==> src/pkg/ace_regs.svh <==
// constants of the accumulator command executor: opcodes, status, frame layout
// assumes frames of nine bytes from a host or a program sequencer on the same clock
`ifndef ACE_REGS_SVH
`define ACE_REGS_SVH

// instruction codes handled here
`define ACE_INS_ACCU_TO_COORD 8'h27
`define ACE_INS_X_CALC 8'h21
`define ACE_INS_ACCU_TO_AXIS 8'h22
`define ACE_INS_ACCU_TO_GLOBAL 8'h23

// reply status meaning success
`define ACE_STATUS_OK 8'h64

// frame layout: byte index of the checksum, last of nine
`define ACE_FRAME_LAST 4'h8

// global parameter that selects coordinate persistence, and its bank
`define ACE_GP_PERSIST 8'h54
`define ACE_GP_PERSIST_BANK 8'h00

// default target address and table shape
`define ACE_DEV_ADDR 8'h01
`define ACE_COORDS 21
`define ACE_MOTORS 1

`endif

==> src/pkg/ace_pkg.sv <==
// types of the accumulator command executor
// assumes the constants header is included by the modules that need numbers
package ace_pkg;

  // operation selected by the type byte of the x operand calculation
  typedef enum logic [7:0] {
    op_add  = 8'h00,
    op_sub  = 8'h01,
    op_mul  = 8'h02,
    op_div  = 8'h03,
    op_mod  = 8'h04,
    op_and  = 8'h05,
    op_or   = 8'h06,
    op_xor  = 8'h07,
    op_not  = 8'h08,
    op_load = 8'h09,
    op_swap = 8'h0a
  } ace_op_e;

  // top-level sequencing
  typedef enum logic [1:0] {
    st_boot    = 2'b00,
    st_restore = 2'b01,
    st_run     = 2'b10
  } ace_state_e;

  typedef logic [31:0] ace_word_t;

endpackage : ace_pkg

==> src/rtl/ace_coord_mem.sv <==
// coordinate table: one write port, one read port with registered data
// assumes one clock; contents are volatile and undefined until written
`timescale 1ns/1ps
module ace_coord_mem #(
  parameter int DW = 32,
  parameter int DEPTH = 21,
  parameter int AW = 5
) (
  input wire logic clk_i,
  input wire logic srst_i,
  input wire logic we_i,
  input wire logic [AW-1:0] waddr_i,
  input wire logic [DW-1:0] wdata_i,
  input wire logic [AW-1:0] raddr_i,
  output logic [DW-1:0] rdata_o
);

  logic [DW-1:0] mem [DEPTH];

  // array carries no reset so it can map onto block memory
  always_ff @(posedge clk_i) begin
    if (we_i && (int'(waddr_i) < DEPTH)) begin
      mem[waddr_i] <= wdata_i;
    end
  end

  // read data registered; out-of-range reads give zero
  always_ff @(posedge clk_i) begin
    if (srst_i) begin
      rdata_o <= '0;
    end else if (int'(raddr_i) < DEPTH) begin
      rdata_o <= mem[raddr_i];
    end else begin
      rdata_o <= '0;
    end
  end

endmodule : ace_coord_mem

==> src/rtl/ace_top.sv <==
// accumulator command executor: frame parser, x operand alu, coordinate and
// parameter stores, non-volatile save and startup restore of coordinates
// assumes frame bytes, program loads and the non-volatile store share clk_i
//
// Notes on behaviour
// - code 39 stores accu into coordinate entry
// - parameter 84 selects non-volatile coordinate copy
// - coordinate zero never saved nor restored
// - direct mode replies status 100 per command
// - code 33 runs x register operation
// - types 0-4 add sub mul div mod
// - types 5-7 and or xor into accu
// - type 8 inverts x register
// - type 9 loads x, 10 swaps
// - code 34 stores accu into axis parameter
// - code 35 stores accu into global parameter
// - standalone feeds accu, direct mode replies only
`timescale 1ns/1ps
`include "ace_regs.svh"
module ace_top #(
  parameter logic [7:0] DEV_ADDR = `ACE_DEV_ADDR,
  parameter int COORDS = `ACE_COORDS,
  parameter int MOTORS = `ACE_MOTORS,
  parameter int AW = $clog2(COORDS * MOTORS + 1)
) (
  input wire logic clk_i,
  input wire logic srst_i,
  input wire logic standalone_i,
  input wire logic rx_valid_i,
  input wire logic [7:0] rx_byte_i,
  output logic rx_ready_o,
  output logic cksum_err_o,
  input wire logic accu_ld_i,
  input wire logic [31:0] accu_ld_data_i,
  output logic [31:0] accu_o,
  output logic [31:0] x_o,
  output logic reply_valid_o,
  output logic [7:0] reply_ins_o,
  output logic [7:0] reply_status_o,
  output logic [31:0] reply_value_o,
  output logic ap_wr_o,
  output logic [7:0] ap_num_o,
  output logic [7:0] ap_motor_o,
  output logic [31:0] ap_data_o,
  output logic gp_wr_o,
  output logic [7:0] gp_num_o,
  output logic [7:0] gp_bank_o,
  output logic [31:0] gp_data_o,
  output logic persist_o,
  input wire logic nvm_persist_i,
  output logic nvm_wr_o,
  output logic [7:0] nvm_coord_o,
  output logic [7:0] nvm_motor_o,
  output logic [31:0] nvm_data_o,
  output logic nvm_rd_req_o,
  output logic [7:0] nvm_rd_coord_o,
  output logic [7:0] nvm_rd_motor_o,
  input wire logic nvm_rd_ack_i,
  input wire logic [31:0] nvm_rd_data_i,
  input wire logic [7:0] coord_rd_coord_i,
  input wire logic [7:0] coord_rd_motor_i,
  output logic [31:0] coord_rd_data_o
);

  // flat table index of a motor and coordinate pair
  function automatic logic [AW-1:0] addr_of(input logic [7:0] m, input logic [7:0] c);
    logic [15:0] a;
    a = 16'(m) * 16'(COORDS) + 16'(c);
    return a[AW-1:0];
  endfunction : addr_of

  // x operand alu: returns {accu, x}; division by zero leaves both unchanged
  function automatic logic [63:0] calc(input logic [7:0] op, input logic [31:0] a,
                                       input logic [31:0] x);
    logic [63:0] p;
    logic [31:0] na;
    logic [31:0] nx;
    p = 64'($signed(a)) * 64'($signed(x));
    na = a;
    nx = x;
    case (ace_pkg::ace_op_e'(op))
      ace_pkg::op_add: na = a + x;
      ace_pkg::op_sub: na = a - x;
      ace_pkg::op_mul: na = p[31:0];
      ace_pkg::op_div: na = (x == 32'h0) ? a : 32'($signed(a) / $signed(x));
      ace_pkg::op_mod: na = (x == 32'h0) ? a : 32'($signed(a) % $signed(x));
      ace_pkg::op_and: na = a & x;
      ace_pkg::op_or: na = a | x;
      ace_pkg::op_xor: na = a ^ x;
      ace_pkg::op_not: nx = ~x;
      ace_pkg::op_load: nx = a;
      ace_pkg::op_swap: begin
        na = x;
        nx = a;
      end
      default: na = a;
    endcase
    return {na, nx};
  endfunction : calc

  ace_pkg::ace_state_e state;
  logic [3:0] cnt;
  logic [7:0] sum;
  logic [7:0] f_addr;
  logic [7:0] f_ins;
  logic [7:0] f_type;
  logic [7:0] f_bank;
  logic [31:0] f_val;
  logic exec_go;
  logic [31:0] accu;
  logic [31:0] xreg;
  logic persist;
  logic [7:0] rs_coord;
  logic [7:0] rs_motor;
  logic take;
  logic last_ok;
  logic is_aco;
  logic is_calc;
  logic is_aap;
  logic is_agp;
  logic aco_hit;
  logic mem_we;
  logic [AW-1:0] mem_waddr;
  logic [31:0] mem_wdata;
  logic [63:0] alu;

  // bytes accepted only while running; restore holds the host off
  assign rx_ready_o = (state == ace_pkg::st_run);
  assign take = rx_valid_i && rx_ready_o;
  assign last_ok = take && (cnt == `ACE_FRAME_LAST) && (rx_byte_i == sum)
                   && (f_addr == DEV_ADDR);
  assign is_aco = (f_ins == `ACE_INS_ACCU_TO_COORD);
  assign is_calc = (f_ins == `ACE_INS_X_CALC);
  assign is_aap = (f_ins == `ACE_INS_ACCU_TO_AXIS);
  assign is_agp = (f_ins == `ACE_INS_ACCU_TO_GLOBAL);
  // out-of-range entries are dropped rather than aliased onto another motor
  assign aco_hit = exec_go && is_aco && (int'(f_type) < COORDS) && (int'(f_bank) < MOTORS);
  assign alu = calc(f_type, accu, xreg);
  assign accu_o = accu;
  assign x_o = xreg;
  assign persist_o = persist;

  // byte position and running checksum; no resync, the host keeps framing
  always_ff @(posedge clk_i) begin
    if (srst_i) begin
      cnt <= 4'h0;
      sum <= 8'h00;
    end else if (take) begin
      if (cnt == `ACE_FRAME_LAST) begin
        cnt <= 4'h0;
        sum <= 8'h00;
      end else begin
        cnt <= cnt + 4'h1;
        sum <= sum + rx_byte_i;
      end
    end
  end

  // field capture: address, instruction, type, bank, value msb first
  always_ff @(posedge clk_i) begin
    if (srst_i) begin
      f_addr <= 8'h00;
      f_ins <= 8'h00;
      f_type <= 8'h00;
      f_bank <= 8'h00;
      f_val <= 32'h0;
    end else if (take) begin
      case (cnt)
        4'h0: f_addr <= rx_byte_i;
        4'h1: f_ins <= rx_byte_i;
        4'h2: f_type <= rx_byte_i;
        4'h3: f_bank <= rx_byte_i;
        4'h4, 4'h5, 4'h6, 4'h7: f_val <= {f_val[23:0], rx_byte_i};
        default: f_val <= f_val;
      endcase
    end
  end

  // execute pulse follows a good last byte; a bad checksum is flagged
  always_ff @(posedge clk_i) begin
    if (srst_i) begin
      exec_go <= 1'b0;
      cksum_err_o <= 1'b0;
    end else begin
      exec_go <= last_ok;
      cksum_err_o <= take && (cnt == `ACE_FRAME_LAST) && (rx_byte_i != sum);
    end
  end

  // accumulator and x: an x operand calculation in flight wins over a program load
  always_ff @(posedge clk_i) begin
    if (srst_i) begin
      accu <= 32'h0;
      xreg <= 32'h0;
    end else if (exec_go && is_calc) begin
      accu <= alu[63:32];
      xreg <= alu[31:0];
    end else if (accu_ld_i) begin
      accu <= accu_ld_data_i;
    end
  end

  // reply only in direct mode; value field carries nothing
  always_ff @(posedge clk_i) begin
    if (srst_i) begin
      reply_valid_o <= 1'b0;
      reply_ins_o <= 8'h00;
      reply_status_o <= 8'h00;
      reply_value_o <= 32'h0;
    end else begin
      reply_valid_o <= exec_go && !standalone_i
                       && (is_aco || is_calc || is_aap || is_agp);
      reply_ins_o <= f_ins;
      reply_status_o <= `ACE_STATUS_OK;
      reply_value_o <= 32'h0;
    end
  end

  // axis parameter store strobe
  always_ff @(posedge clk_i) begin
    if (srst_i) begin
      ap_wr_o <= 1'b0;
      ap_num_o <= 8'h00;
      ap_motor_o <= 8'h00;
      ap_data_o <= 32'h0;
    end else begin
      ap_wr_o <= exec_go && is_aap;
      ap_num_o <= f_type;
      ap_motor_o <= f_bank;
      ap_data_o <= accu;
    end
  end

  // global parameter store strobe
  always_ff @(posedge clk_i) begin
    if (srst_i) begin
      gp_wr_o <= 1'b0;
      gp_num_o <= 8'h00;
      gp_bank_o <= 8'h00;
      gp_data_o <= 32'h0;
    end else begin
      gp_wr_o <= exec_go && is_agp;
      gp_num_o <= f_type;
      gp_bank_o <= f_bank;
      gp_data_o <= accu;
    end
  end

  // persistence setting: stored value caught after reset, then rewritable
  always_ff @(posedge clk_i) begin
    if (srst_i) begin
      persist <= 1'b0;
    end else if (state == ace_pkg::st_boot) begin
      persist <= nvm_persist_i;
    end else if (exec_go && is_agp && (f_type == `ACE_GP_PERSIST)
                 && (f_bank == `ACE_GP_PERSIST_BANK)) begin
      persist <= (accu != 32'h0);
    end
  end

  // non-volatile copy of a coordinate store, never entry zero
  always_ff @(posedge clk_i) begin
    if (srst_i) begin
      nvm_wr_o <= 1'b0;
      nvm_coord_o <= 8'h00;
      nvm_motor_o <= 8'h00;
      nvm_data_o <= 32'h0;
    end else begin
      nvm_wr_o <= aco_hit && persist && (f_type != 8'h00);
      nvm_coord_o <= f_type;
      nvm_motor_o <= f_bank;
      nvm_data_o <= accu;
    end
  end

  // sequencer: boot, restore entries 1..COORDS-1 of every motor, then run
  always_ff @(posedge clk_i) begin
    if (srst_i) begin
      state <= ace_pkg::st_boot;
      rs_coord <= 8'h01;
      rs_motor <= 8'h00;
    end else begin
      case (state)
        ace_pkg::st_boot: state <= nvm_persist_i ? ace_pkg::st_restore : ace_pkg::st_run;
        ace_pkg::st_restore: begin
          if (nvm_rd_ack_i) begin
            if (int'(rs_coord) == COORDS - 1) begin
              rs_coord <= 8'h01;
              if (int'(rs_motor) == MOTORS - 1) begin
                state <= ace_pkg::st_run;
              end else begin
                rs_motor <= rs_motor + 8'h01;
              end
            end else begin
              rs_coord <= rs_coord + 8'h01;
            end
          end
        end
        ace_pkg::st_run: state <= ace_pkg::st_run;
        default: state <= ace_pkg::st_boot;
      endcase
    end
  end

  assign nvm_rd_req_o = (state == ace_pkg::st_restore);
  assign nvm_rd_coord_o = rs_coord;
  assign nvm_rd_motor_o = rs_motor;

  // table write port: restore data, or accu on a coordinate store
  always_comb begin
    if (nvm_rd_req_o) begin
      mem_we = nvm_rd_ack_i;
      mem_waddr = addr_of(rs_motor, rs_coord);
      mem_wdata = nvm_rd_data_i;
    end else begin
      mem_we = aco_hit;
      mem_waddr = addr_of(f_bank, f_type);
      mem_wdata = accu;
    end
  end

  ace_coord_mem #(
    .DW(32),
    .DEPTH(COORDS * MOTORS),
    .AW(AW)
  ) u_mem (
    .clk_i(clk_i),
    .srst_i(srst_i),
    .we_i(mem_we),
    .waddr_i(mem_waddr),
    .wdata_i(mem_wdata),
    .raddr_i(addr_of(coord_rd_motor_i, coord_rd_coord_i)),
    .rdata_o(coord_rd_data_o)
  );
endmodule : ace_top

==> config.mk <==
export PLATFORM = sky130hd
export DESIGN_NAME = ace_top
export DESIGN_NICKNAME = d
export VERILOG_FILES = /design/src/pkg/ace_pkg.sv /design/src/rtl/ace_coord_mem.sv /design/src/rtl/ace_top.sv
export VERILOG_INCLUDE_DIRS = /design/src /design/src/pkg
export SDC_FILE = /design/constraint.sdc
export NUM_CORES = 2
export LEC_CHECK = 0
export ABC_CLOCK_PERIOD_IN_PS = 80700
export BUFFER_PORTS_ARGS = -buffer_cell sky130_fd_sc_hd__buf_2
export CORE_MARGIN = 5
export CORE_UTILIZATION = 25
export DETAILED_ROUTE_END_ITERATION = 16
export HOLD_SLACK_MARGIN = 0.03
export SLEW_MARGIN = 20
export SYNTH_ARGS = -nofsm -noshare
export SYNTH_HDL_FRONTEND = slang
export SYNTH_SLANG_ARGS = --single-unit
==> constraint.sdc <==
create_clock -name clk_i -period 80.7 [get_ports clk_i]
set_input_delay 0 -clock clk_i [delete_from_list [all_inputs] [get_ports clk_i]]
set_output_delay 0 -clock clk_i [all_outputs]
set_load 0.005 [all_outputs]
==> run metrics <==
status completed; critical path launch point x_o[1]$_SDFFE_PP0P_; worst reg2reg path startpoint x_o[1]$_SDFFE_PP0P_; Synth Area in Compound Gates between 10% and 20%; WS Path Type reg -> reg; sequential share of the synthesized area between 20 and 30%; dpl hpwl 307000 um; CP required 81.40 ns; biggest area consumer among synthesized cells edfxtp_1; number of global-route vias before repair approximately 85000; TritonCTS Buffers 91; via density per instance just over 5; Mapped Avg Cell Area between 8 and 9 um2; largest family of logic cells by synthesized area adder cells; fmax roughly 0.013 GHz; Area contributors post-synth edfxtp_1 22%, ha_1 11%, fa_1 9.2%, dfxtp_1 4.9%, nand2_1 4.9%; CTS tree built; die area 373000 um2; fin crit share 95.5%; Skew-Pair Late Insertion Delay 0.76 ns; synthesized flop and latch total 894; Port Buffers between 300 and 400; global route overflow 0; via count 88783; worst path arrival time 77.73 ns; CP Max Fanout 30; die width a little over 600 um; I/O pin count ~410; average wire per standard cell 23.4 um; Total GRT Usage just over 20%; crit end category register; crit-path max cell delay a little over 0.7 ns; Sink Count between 800 and 900; register clock-pin slew on the reported worst setup and hold paths roughly 0.070 ns; post-synthesis mux area share about 5.4%; Critical-path top delay cell or4b_2; Max-Cap Viols 0; First-pass DRT Iterations 6; global-route wire length before repair between 500000 and 600000 um; synthesized instance count just over 10000; CP Launch Type register; Post-layout nets roughly 14000; Post-Syn Area ~90000 um2; Synth Area in XOR/XNOR 6.60%; Synth top area share 22.4%; Most common cell on crit path buf_4; antenna-violating nets left 0; Worst slew margin 12.3%; Max Slew Vio Count 0; Synth cell types 118; asr flop ratio synth 0%; initial antenna violation count 35; Root Buffer clkbuf_16; core area 359000 um2; post-layout util 32.8%; worst min path class in -> reg; CTS H-tree depth 3; gpl congestion just under 1; post-synthesis simple-gate area fraction between 10% and 20%; post-layout minimum cycle time just under 80 ns; Area Growth Syn to Fin 30.4%; largest net degree at the start of global routing 66; Routed WL a little over 400000 um; drt drc 0; FP Rows 220; overall die height 611 um; main flop type after synthesis edfxtp_1; Starting Density 25.1%; Yosys warnings 0; Adder-Cell Fraction of Synth Area 20.7%; initial drt markers 8818; worst-margin pin slew roughly 1.3 ns; Post-synth EDFFs roughly 670; Clock Skews between 0.1 and 0.15 ns; worst hold start nvm_rd_data_i[21]; share of cells above drive strength 1 a little over a quarter; clk buf depth 3; Fin. Hold Viols 0; Final setup viols 0
## cells by family (layout without fill, tap and decap cells)
| kind of cell | count (synthesis) | after routing |
|---|---|---|
| xor+xnor | 680 | 680 |
| simple gates | 3146 | 3146 |
| fa+ha+maj | 1242 | 1242 |
| buf+inv | 1448 | 3696 |
| compound gates | 2426 | 2426 |
| flops | 894 | 894 |
| mux | 354 | 354 |
| other cells | 1 | 99 |
## final timing paths
check	to	slack [ns]	cells past startpoint
max	accu_o[27]$_SDFFE_PP0P_	3.67	363
min	u_mem.mem[18][21]$_DFFE_PP_	0.08	3
max reg2reg	accu_o[27]$_SDFFE_PP0P_	3.67	363
min reg2reg	f_addr[0]$_SDFFE_PP0P_	0.46	2
## what timing repair did
item                       4_1_cts  5_1_grt
setup buffers                    0       13
setup endpoints to repair        0       32
gates resized for setup          0      165
hold endpoints to repair       520      181
hold buffers                    96        9
## cell usage in the layout, fill, tap and decap left out, types with 198 or more instances in the layout
master and instances:
edfxtp_1 672, nand2_1 1169, buf_4 2213, dfxtp_1 213, fa_1 416, a21o_1 198, ha_1 820, inv_1 798
xnor2_1 439, o21ai_0 413, nor3_1 210, xor2_1 223, a21oi_1 673, nor2_1 837, buf_2 362, nand3_1 221
## sequential cells by signal (all words and copies together), names as in the netlist, 32 cells and up
register       flops
accu_o            32
nvm_data_o        32
u_mem.mem        672
u_mem.rdata_o     32
x_o               32
## cells in the mapped netlist, types with 133 or more instances
| library cell | number |
|---|---|
| nand2_1 | 1173 |
| nor2_1 | 865 |
| ha_1 | 825 |
| inv_1 | 801 |
| a21oi_1 | 693 |
| edfxtp_1 | 672 |
| o21ai_0 | 461 |
| xnor2_1 | 457 |
| fa_1 | 417 |
| clkbuf_1 | 368 |
| nor3_1 | 225 |
| xor2_1 | 223 |
| dfxtp_1 | 222 |
| nand3_1 | 222 |
| a21o_1 | 200 |
| mux2i_1 | 167 |
| buf_4 | 137 |
| o21a_1 | 133 |
## worst max-delay path, delay by kind of cell, from the launching register on
family / cells / cell delay [ns]
flops: 1 / 0.32
fa+ha+maj: 32 / 9.56
xor+xnor: 2 / 0.43
compound gates: 166 / 35.83
buf+inv: 64 / 11.04
mux: 6 / 1.66
simple gates: 93 / 17.90
## routing by layer
layer / up-vias / global-route usage (%) / part of all wire [%]
met1: 42987 / 26.1 / 40
met2: 4104 / 32.5 / 44
met3: 1049 / 4.11 / 8.9
met4: 8 / 13.1 / 7.7
met5: - / 0 / 0.0094
li1: 40635 / - / -
## metrics by stage
stage | setup TNS, ns | hold WS [ns] | cells | instance area, um2 | worst slack, ns
4_1_cts | 0 | 0.0827 | 17226 | 117000 | 0.705
3_5_place_dp | 0 | 0.170 | 16961 | 113000 | 1.54
6_report | 0 | 0.0815 | 17310 | 118000 | 3.67
2_1_floorplan | 0 | 0.0761 | 10227 | 90500 | 0.0326
5_1_grt | -0.0861 | 0.0878 | 17293 | 118000 | -0.0549
3_3_place_gp | 0 | 0.176 | 16961 | 113000 | 2.06
## layout make-up
cell class              count  area, um2
fillers                 37781     242000
multi-input cells        7885      61100
flip-flops and latches    894      24600
repair buffers           2698      19800
well taps                4773       5970
inverters                 829       3110
clock buffers             117       2440
clock inverters            52        603
diodes                     62        155
Power is left out: the tool's default activity adds up to more than one toggle a clock period on the data nets, which glitch-free logic cannot reach.
